$ cat src/sic_pkg.sv
// constants, field layout and register map of the IF control word block
package sic_pkg;
    // serial word layout
    localparam int WORD_W        = 22;
    localparam int ADDR_LSB      = 0;
    localparam int ADDR_MSB      = 1;
    localparam int PUMP_LSB      = 2;
    localparam int PUMP_MSB      = 3;
    localparam int TEST_LSB      = 4;
    localparam int TEST_MSB      = 6;
    localparam int REFDIV_LSB    = 7;
    localparam int REFDIV_MSB    = 19;
    localparam int FRAC_LSB      = 20;
    localparam int FRAC_MSB      = 21;
    localparam int REFDIV_W      = 13;
    localparam int BITCNT_W      = 5;

    // address codes of the two serial words decoded here
    localparam logic [1:0] ADDR_WORD0 = 2'h0;
    localparam logic [1:0] ADDR_WORD1 = 2'h1;

    // fractional-n mode codes
    localparam logic [1:0] FRAC_DITHER   = 2'h2;
    localparam logic [1:0] FRAC_NODITHER = 2'h3;

    // pump current per code, in microamps
    localparam logic [10:0] PUMP_UA_0 = 11'h190; // 0.4 mA
    localparam logic [10:0] PUMP_UA_1 = 11'h320; // 0.8 mA
    localparam logic [10:0] PUMP_UA_2 = 11'h4b0; // 1.2 mA
    localparam logic [10:0] PUMP_UA_3 = 11'h640; // 1.6 mA

    // reset values of the decoded word 00 and the raw word 01
    localparam logic [WORD_W-1:0] WORD0_RESET = 22'h200000;
    localparam logic [WORD_W-1:0] WORD1_RESET = 22'h000001;

    // apb register indices; byte address is four times the index
    localparam int          APB_AW     = 12;
    localparam logic [9:0]  IDX_WORD0  = 10'h000;
    localparam logic [9:0]  IDX_WORD1  = 10'h001;
    localparam logic [9:0]  IDX_CTRL   = 10'h002;
    localparam logic [9:0]  IDX_STATUS = 10'h003;

    // control and status bit positions
    localparam int CTRL_RX_EN    = 0;
    localparam int STAT_RSV_MODE = 0;
    localparam int STAT_LEN_ERR  = 1;
    localparam int STAT_CNT_LSB  = 8;
    localparam int STAT_CNT_MSB  = 15;
    localparam logic CTRL_RX_EN_RESET = 1'b1;
endpackage

$ cat src/sic_word_if.sv
// carrier of a received serial word from the shifter to the register bank
`timescale 1ns/10ps
interface sic_word_if;
    import sic_pkg::*;
    logic              valid;   // one-cycle pulse: le rose after 22 bits
    logic [WORD_W-1:0] word;    // word, msb first on the wire
    logic              len_err; // one-cycle pulse: le rose after wrong count
    modport src (output valid, output word, output len_err);
    modport dst (input valid, input word, input len_err);
endinterface

$ cat src/sic_serial_rx.sv
// three-wire serial receiver, pins sampled on the system clock
`timescale 1ns/10ps
module sic_serial_rx
    import sic_pkg::*;
(
    input  wire logic  i_clock,
    input  wire logic  i_reset_n,
    input  wire logic  i_enable,     // from control register
    input  wire logic  i_sclk,       // serial clock pin
    input  wire logic  i_sdata,      // serial data pin
    input  wire logic  i_latch,      // latch enable pin
    sic_word_if.src    word_out
);
    // two-stage synchronisers plus a third stage for edge finding
    logic [1:0]        sclk_sync_reg;
    logic [1:0]        data_sync_reg;
    logic [1:0]        le_sync_reg;
    logic              sclk_last_reg;
    logic              le_last_reg;
    logic [WORD_W-1:0] shift_reg;
    logic [BITCNT_W-1:0] count_reg;
    logic              sclk_rise;
    logic              le_rise;

    // first stage feeds only the second
    always_ff @(posedge i_clock or negedge i_reset_n) begin
        if (!i_reset_n) begin
            sclk_sync_reg <= 2'h0;
            data_sync_reg <= 2'h0;
            // latch idles high: start high so reset makes no false rise
            le_sync_reg   <= 2'h3;
            sclk_last_reg <= 1'b0;
            le_last_reg   <= 1'b1;
        end else begin
            sclk_sync_reg <= {sclk_sync_reg[0], i_sclk};
            data_sync_reg <= {data_sync_reg[0], i_sdata};
            le_sync_reg   <= {le_sync_reg[0], i_latch};
            sclk_last_reg <= sclk_sync_reg[1];
            le_last_reg   <= le_sync_reg[1];
        end
    end

    // edges seen on the synchronised levels only
    assign sclk_rise = sclk_sync_reg[1] & ~sclk_last_reg;
    assign le_rise   = le_sync_reg[1] & ~le_last_reg;

    // data and clock share sync depth, so they stay aligned; data must
    // be stable for one system clock around the serial rising edge
    always_ff @(posedge i_clock or negedge i_reset_n) begin
        if (!i_reset_n) begin
            shift_reg <= '0;
            count_reg <= '0;
        end else if (le_rise) begin
            count_reg <= '0;
        end else if (sclk_rise && !le_sync_reg[1] && i_enable) begin
            // msb first: new bit enters at the bottom
            shift_reg <= {shift_reg[WORD_W-2:0], data_sync_reg[1]};
            if (count_reg != '1) begin
                count_reg <= count_reg + 1'b1; // saturates, never wraps
            end
        end
    end

    // hand word over on latch edge; wrong length is reported, not used
    always_ff @(posedge i_clock or negedge i_reset_n) begin
        if (!i_reset_n) begin
            word_out.valid   <= 1'b0;
            word_out.len_err <= 1'b0;
            word_out.word    <= '0;
        end else begin
            word_out.valid   <= le_rise && i_enable &&
                                (count_reg == BITCNT_W'(WORD_W));
            word_out.len_err <= le_rise && i_enable &&
                                (count_reg != BITCNT_W'(WORD_W));
            if (le_rise) begin
                word_out.word <= shift_reg;
            end
        end
    end
endmodule // sic_serial_rx

$ cat src/sic_ctrl_word.sv
// top: serial control word decode with apb register access
`timescale 1ns/10ps
module sic_ctrl_word
    import sic_pkg::*;
(
    input  wire logic                i_clock,
    input  wire logic                i_reset_n,
    // three-wire serial link
    input  wire logic                i_sclk,
    input  wire logic                i_sdata,
    input  wire logic                i_latch,
    // apb slave
    input  wire logic                i_psel,
    input  wire logic                i_penable,
    input  wire logic                i_pwrite,
    input  wire logic [APB_AW-1:0]   i_paddr,
    input  wire logic [31:0]         i_pwdata,
    output logic                     o_pready,
    output logic                     o_pslverr,
    output logic [31:0]              o_prdata,
    // decoded fields of the committed word
    output logic [1:0]               o_if_pump_current_sel,
    output logic [10:0]              o_if_pump_current_ua,
    output logic [2:0]               o_test_mode_sel,
    output logic [REFDIV_W-1:0]      o_if_ref_divide_ratio,
    output logic [1:0]               o_frac_mode,
    output logic                     o_word0_update
);
    sic_word_if        rx_word ();     // shifter to bank
    logic              rx_en_reg;      // serial capture enable
    logic [WORD_W-1:0] word0_reg;      // committed word, address 00
    logic [WORD_W-1:0] word1_reg;      // raw word, address 01
    logic              rsv_mode_reg;   // sticky: reserved frac code seen
    logic              len_err_reg;    // sticky: latch after wrong count
    logic [7:0]        commit_cnt_reg; // commits of word 00, wraps
    logic [10:0]       pump_ua_reg;    // pump current in microamps
    logic              update_reg;     // pulse after word 00 commit
    // apb side
    logic [31:0]       prdata_reg;     // read data flop
    logic [31:0]       rd_next;        // read mux output
    logic [9:0]        idx;            // word index of paddr
    logic              mapped;         // aligned and decoded
    logic              wr_strobe;      // access phase write
    logic              clr_rsv;        // clear of status bit 0
    logic              clr_len;        // clear of status bit 1
    // serial side routing
    logic [1:0]        rx_addr;        // address bits of the word
    logic              word0_hit;      // commit to word 00
    logic              word1_hit;      // commit to word 01

    // serial receiver: it alone sees the pins, so all that follows
    // runs on synchronised pulses and needs no further care about
    // metastability
    sic_serial_rx u_rx (
        .i_clock   (i_clock),
        .i_reset_n (i_reset_n),
        .i_enable  (rx_en_reg),
        .i_sclk    (i_sclk),
        .i_sdata   (i_sdata),
        .i_latch   (i_latch),
        .word_out  (rx_word)
    );

    // route by address bits of the received word
    // words 10 and 11 belong to other blocks and are dropped here
    // without a flag; they are legal traffic on the shared link
    assign rx_addr   = rx_word.word[ADDR_MSB:ADDR_LSB];
    assign word0_hit = rx_word.valid && (rx_addr == ADDR_WORD0);
    assign word1_hit = rx_word.valid && (rx_addr == ADDR_WORD1);

    // word 00 holds all decoded fields; no commit, no change
    // a cut or disabled frame never raises a hit, so it cannot land
    // the fields move on the edge after the hit, with the pulse
    always_ff @(posedge i_clock or negedge i_reset_n) begin
        if (!i_reset_n) begin
            word0_reg <= WORD0_RESET;
        end else if (word0_hit) begin
            word0_reg <= rx_word.word;
        end
    end

    // word 01 kept raw for software; its fields live elsewhere
    // reset value carries address 01 so a read shows a well formed word
    always_ff @(posedge i_clock or negedge i_reset_n) begin
        if (!i_reset_n) begin
            word1_reg <= WORD1_RESET;
        end else if (word1_hit) begin
            word1_reg <= rx_word.word;
        end
    end

    // field decode straight from the committed word
    // plain slices of a flop, so the outputs never glitch
    // the test-mode code is passed on as is; its meaning belongs to
    // the analog test logic downstream
    assign o_if_pump_current_sel = word0_reg[PUMP_MSB:PUMP_LSB];
    assign o_test_mode_sel       = word0_reg[TEST_MSB:TEST_LSB];
    assign o_if_ref_divide_ratio = word0_reg[REFDIV_MSB:REFDIV_LSB];
    assign o_frac_mode           = word0_reg[FRAC_MSB:FRAC_LSB];
    assign o_if_pump_current_ua  = pump_ua_reg;
    assign o_word0_update        = update_reg;

    // pump current lookup, registered alongside the commit
    // the table reads the incoming word so current and code move
    // together; a lookup on word0_reg would lag by a cycle
    always_ff @(posedge i_clock or negedge i_reset_n) begin
        if (!i_reset_n) begin
            pump_ua_reg <= PUMP_UA_0;
        end else if (word0_hit) begin
            // all four codes are legal, so no default
            unique case (rx_word.word[PUMP_MSB:PUMP_LSB])
                2'h0: pump_ua_reg <= PUMP_UA_0;
                2'h1: pump_ua_reg <= PUMP_UA_1;
                2'h2: pump_ua_reg <= PUMP_UA_2;
                2'h3: pump_ua_reg <= PUMP_UA_3;
            endcase
        end
    end

    // commit pulse and counter
    // the pulse stands in the same cycle in which the fields change
    // count wraps at 255; software takes differences, not totals
    always_ff @(posedge i_clock or negedge i_reset_n) begin
        if (!i_reset_n) begin
            update_reg     <= 1'b0;
            commit_cnt_reg <= 8'h00;
        end else begin
            update_reg <= word0_hit;
            if (word0_hit) begin
                commit_cnt_reg <= commit_cnt_reg + 8'h01;
            end
        end
    end

    // apb decode: index is the word address, low two bits must be zero
    // only four word indices answer; any other index, or a byte address
    // that is not word aligned, is refused with an error and no effect
    // writes to the two serial words are ignored without error
    assign idx       = i_paddr[11:2];
    assign mapped    = (i_paddr[1:0] == 2'h0) &&
                       ((idx == IDX_WORD0) || (idx == IDX_WORD1) ||
                        (idx == IDX_CTRL) || (idx == IDX_STATUS));
    assign wr_strobe = i_psel && i_penable && i_pwrite && mapped;
    assign clr_rsv   = wr_strobe && (idx == IDX_STATUS) &&
                       i_pwdata[STAT_RSV_MODE];
    assign clr_len   = wr_strobe && (idx == IDX_STATUS) &&
                       i_pwdata[STAT_LEN_ERR];

    // zero wait states; unmapped address answers with an error
    // pready never drops, so every access ends in its first access
    // cycle; a slower register would need a real ready here
    assign o_pready  = 1'b1;
    assign o_pslverr = i_psel && i_penable && !mapped;
    assign o_prdata  = prdata_reg;

    // control register: software may stop serial capture
    // the pins stay synchronised while capture is off, so a frame
    // cut by a disable is cleared by the next latch rise
    always_ff @(posedge i_clock or negedge i_reset_n) begin
        if (!i_reset_n) begin
            rx_en_reg <= CTRL_RX_EN_RESET;
        end else if (wr_strobe && (idx == IDX_CTRL)) begin
            rx_en_reg <= i_pwdata[CTRL_RX_EN];
        end
    end

    // sticky flags, write one to clear; a new event beats the clear.
    // the host must avoid reserved codes; we keep them but flag them
    // a write of zero leaves a flag set, so a read-modify-write of
    // status cannot lose an event
    always_ff @(posedge i_clock or negedge i_reset_n) begin
        if (!i_reset_n) begin
            rsv_mode_reg <= 1'b0;
            len_err_reg  <= 1'b0;
        end else begin
            if (word0_hit && !rx_word.word[FRAC_MSB]) begin
                rsv_mode_reg <= 1'b1;
            end else if (clr_rsv) begin
                rsv_mode_reg <= 1'b0;
            end
            // length errors come straight from the receiver
            if (rx_word.len_err) begin
                len_err_reg <= 1'b1;
            end else if (clr_len) begin
                len_err_reg <= 1'b0;
            end
        end
    end

    // read mux, evaluated for the setup cycle address
    // upper bits of every word read as zero; unmapped indices and
    // misaligned addresses read as zero too
    always_comb begin
        rd_next = 32'h0000_0000;
        unique case (idx)
            IDX_WORD0: rd_next[WORD_W-1:0] = word0_reg;
            IDX_WORD1: rd_next[WORD_W-1:0] = word1_reg;
            IDX_CTRL:  rd_next[CTRL_RX_EN] = rx_en_reg;
            // status also carries the commit count for polling
            IDX_STATUS: begin
                rd_next[STAT_RSV_MODE] = rsv_mode_reg;
                rd_next[STAT_LEN_ERR]  = len_err_reg;
                rd_next[STAT_CNT_MSB:STAT_CNT_LSB] = commit_cnt_reg;
            end
            default: rd_next = 32'h0000_0000;
        endcase
        if (i_paddr[1:0] != 2'h0) begin
            rd_next = 32'h0000_0000; // misaligned reads give zero
        end
    end

    // read data captured in setup so it is a flop in the access phase
    // writes and idle cycles leave the last read data in place
    always_ff @(posedge i_clock or negedge i_reset_n) begin
        if (!i_reset_n) begin
            prdata_reg <= 32'h0000_0000;
        end else if (i_psel && !i_penable && !i_pwrite) begin
            prdata_reg <= rd_next;
        end
    end
endmodule // sic_ctrl_word

$ cat config.mk
export PLATFORM = sky130hd
export DESIGN_NAME = sic_ctrl_word
export DESIGN_NICKNAME = d
export VERILOG_FILES = /design/src/sic_pkg.sv /design/src/sic_word_if.sv /design/src/sic_serial_rx.sv /design/src/sic_ctrl_word.sv
export SDC_FILE = /design/constraint.sdc
export NUM_CORES = 1
export LEC_CHECK = 0
export ABC_AREA = 1
export BUFFER_PORTS_ARGS = -buffer_cell sky130_fd_sc_hd__buf_2
export CORE_MARGIN = 1.5
export CORE_UTILIZATION = 60
export CTS_BUF_LIST = sky130_fd_sc_hd__clkbuf_8
export CTS_CLUSTER_SIZE = 14
export DETAILED_ROUTE_END_ITERATION = 8
export PLACE_DENSITY = 0.85
export SLEW_MARGIN = 20
export SYNTH_ARGS = -nofsm -noshare
export SYNTH_HDL_FRONTEND = slang
export SYNTH_SLANG_ARGS = --single-unit
$ cat constraint.sdc
create_clock -name i_clock -period 3.2 [get_ports i_clock]
set_clock_uncertainty 0.1 [all_clocks]
set_input_delay 0.16 -clock i_clock [delete_from_list [all_inputs] [get_ports i_clock]]
set_output_delay 0.16 -clock i_clock [all_outputs]
set_load 0.005 [all_outputs]
==> impl_metrics.json <==
{
  "outcome": "complete, no violations",
  "fin_tns_setup_ns": 0,
  "hold_path_class": "input pin to flop",
  "viasPerCell": 5.19,
  "powerDensity_nw_per_um2": 457,
  "drt.antenna.violating_nets": 0,
  "synth-edff-count": 0,
  "cellInternalPower_mw": 2.48,
  "power_switching_share_pct": 22.3,
  "synth_warnings": 0,
  "power_frac_comb_pct": 3.1,
  "number_of_h_tree_levels": 4,
  "first_global_vias": 4332,
  "critPathLaunchType": "flop",
  "core_outline_area_um2": 10200,
  "crit-reg2reg-launch": "u_rx.word_out.word[1]$_DFFE_PN0P_",
  "worst_ep_arrival_time_ns": 2.16,
  "hpwl_um": 8310,
  "switchingPower_mw": 0.711,
  "number_of_buffers_created_by_cts": 17,
  "portBuffers": 72,
  "clkTransAtPathRegs_ns": 0.08,
  "grt.overflow.total": 0,
  "grtUsageMet2_pct": 40.2,
  "clkSinkCount": 143,
  "first_pass_iters": 4,
  "cts_max_path_buffers": 2,
  "detailedRoute.firstIterationViolations": 310,
  "grt_pass1_wl_um": 20300,
  "grt_antenna_before_repair": 0,
  "fraction_of_registers_with_async_set_or_reset_after_synthesis_pct": 100,
  "cp_data_required_time_ns": 3.42,
  "critical_path.cell_chain": "inv_2, nand2_1, nor2_2, nand2_1, nor3_1, nand3_1, xor2_1",
  "clockRootBuffer": "sky130_fd_sc_hd__clkbuf_8",
  "finalSetupViolations": 0,
  "antenna_diode_count": 0,
  "routed-via-count": 4571,
  "top_level_ports": 118,
  "slew_headroom_pct": 39.7,
  "timing.hold.worst_path_depth": 6,
  "drive_gt1_share_pct": 22.0,
  "rows": 37,
  "floorplan.die.width_um": 105,
  "wire_per_inst_um": 13.8,
  "synth.ff_latch_count": 143,
  "gp_congestion": 0.819,
  "timing.critical_path.fanout_max": 12,
  "grt_use_total_pct": 23.6,
  "worst_ir_drop_vdd_v": 0.000239,
  "crit_path_start": "u_rx.word_out.word[1]$_DFFE_PN0P_",
  "netlist_instances": 671,
  "grt_setup_unrepaired": "false",
  "tritoncts_clock_tree": "built",
  "cts.repair_timing.setup_buffer_count": 0,
  "crit_path_end_kind": "flop",
  "synthesis.area_um2": 6280,
  "tightest_slew_ns": 0.903,
  "grt_max_degree": 100,
  "global_route_layer_with_the_greatest_usage": "met2",
  "areaGrowthSynthToFinish_pct": 11.3,
  "dp_worst_setup_slack_ns": 1.29,
  "slew_viol_final": 0,
  "cpPeakStageDelay_ns": 0.44,
  "layout_worst_path_cycle_share_pct": 60.7,
  "nets": 791,
  "layout_commonest_cell": "sky130_fd_sc_hd__nand2_1",
  "layout.cells.most_common_list": "sky130_fd_sc_hd__nand2_1, sky130_fd_sc_hd__dfrtp_1, sky130_fd_sc_hd__o21ai_0",
  "synth-main-ff-cell": "sky130_fd_sc_hd__dfrtp_1",
  "timing.fmax_ghz": 0.514,
  "min_from": "i_paddr[3]",
  "report.final.hold_viol_count": 0,
  "postSynthAreaPerCell_um2": 9.36,
  "global_route.usage.met1_pct": 29.8,
  "crit_top_cell": "sky130_fd_sc_hd__nand2_1",
  "fraction_of_the_yosys_area_taken_by_sequential_cells_pct": 57.1,
  "p_leak_nw": 3.55,
  "worstSkewPairLatency_ns": 0.43,
  "r2r_cells": 7,
  "filler_cell_count_in_the_final_layout": 746,
  "postLayoutSetupSlackWorst_ns": 1.26,
  "max_cap_viol_count": 0,
  "critical-path-slowest-cell": "sky130_fd_sc_hd__nor2_2",
  "initial_core_util_pct": 61.4,
  "fin_crit_ns": 1.94,
  "crit_type": "flop to flop",
  "die_h_um": 105,
  "met3_usage_pct": 6.06,
  "clock_power_share_pct": 39.9,
  "drc_errors": 0,
  "dieArea_um2": 11100,
  "synth.lib_cells_used.distinct": 40,
  "drt_wl_total_um": 12200,
  "power.share.sequential_pct": 56.9
}
==> power by group through the flow <==
stage,sequential [mW],combinational [mW],clock (mW)
final,1.82,0.100,1.27
after global routing,1.82,0.115,1.38
after floorplan,1.85,0.0467,0
after detailed placement,1.85,0.0943,0
after CTS,1.82,0.102,1.30
after global placement,1.85,0.0911,0
==> logic make-up after synthesis <==
family | after synthesis | synth area share [%]
other cells | 2 | 0.120
flops | 143 | 57.1
buf+inv | 134 | 10.8
compound gates | 114 | 11.1
simple gates | 263 | 18.3
fa+ha+maj | 8 | 1.59
xor+xnor | 7 | 0.976
==> what timing repair did <==
| item | in CTS | in global routing |
|---|---|---|
| resized for setup | 0 | 0 |
| hold buffers | 9 | 0 |
| endpoints found under the setup margin | 0 | 0 |
| endpoints found under the hold margin | 96 | 0 |
==> critical path: cells and delay by family, from the launching register on <==
family                    cells  cell delay [ns]
xor gates and xnor gates      1             0.16
buffers and inverters         1             0.07
DFF                           1             0.39
and+or+nand+nor               5             1.10
==> area by class of cell <==
type / instances / area (um2) / area share [%]
Clock buffer: 19 / 262 / 3.74
Clock inverter: 13 / 98.8 / 1.41
Inverter: 75 / 290 / 4.15
Multi-Input combinational cell: 407 / 2070 / 29.6
Sequential cell: 143 / 3590 / 51.3
Tap cell: 136 / 170 / 2.43
Timing Repair Buffer: 87 / 514 / 7.36
==> per-stage QoR <==
stage / hold slack, ns / instances / power (mW) / area [um2] / utilization (%)
after floorplan: -0.236 / 684 / 1.90 / 6330 / -
after global placement: 0.165 / 839 / 1.94 / 6540 / 63.9
after detailed placement: 0.167 / 839 / 1.94 / 6540 / 63.9
after CTS: 0.0713 / 880 / 3.22 / 6990 / 68.3
after global routing: 0.0910 / 880 / 3.31 / 6990 / 68.3
final: 0.0941 / 880 / 3.19 / 6990 / 68.3
==> layer usage <==
metal  routed length (um)  vias up
li1                     -     2198
met1                 5150     2240
met2                 6340      122
met3                  581       11
met4                  105        0
met5                    0        -
==> cells in the mapped netlist (all sizes together) (7+ instances only) <==
library cell | count | area, um2
a22o | 11 | 96.3
buf | 47 | 342
clkbuf | 12 | 45.0
dfrtp | 135 | 3380
dfstp | 8 | 210
ha | 8 | 100
inv | 74 | 285
nand2 | 212 | 838
nand3 | 11 | 72.6
nor2 | 26 | 128
nor3 | 7 | 67.6
o21ai | 84 | 432
xor2 | 7 | 61.3
==> final timing paths <==
check / slack, ns / to
max in group asynchronous: 1.96 / word1_reg[14]$_DFFE_PN0P_
min reg2reg: 0.26 / u_rx.le_sync_reg[1]$_DFF_PN1_
max: 1.26 / commit_cnt_reg[6]$_DFFE_PN0P_
min: 0.09 / o_prdata[9]$_DFFE_PN0P_
max reg2reg: 1.26 / commit_cnt_reg[6]$_DFFE_PN0P_
min in group asynchronous: 0.30 / word0_reg[6]$_DFFE_PN0P_
No activity file was read; power rests on OpenSTA's default activity.
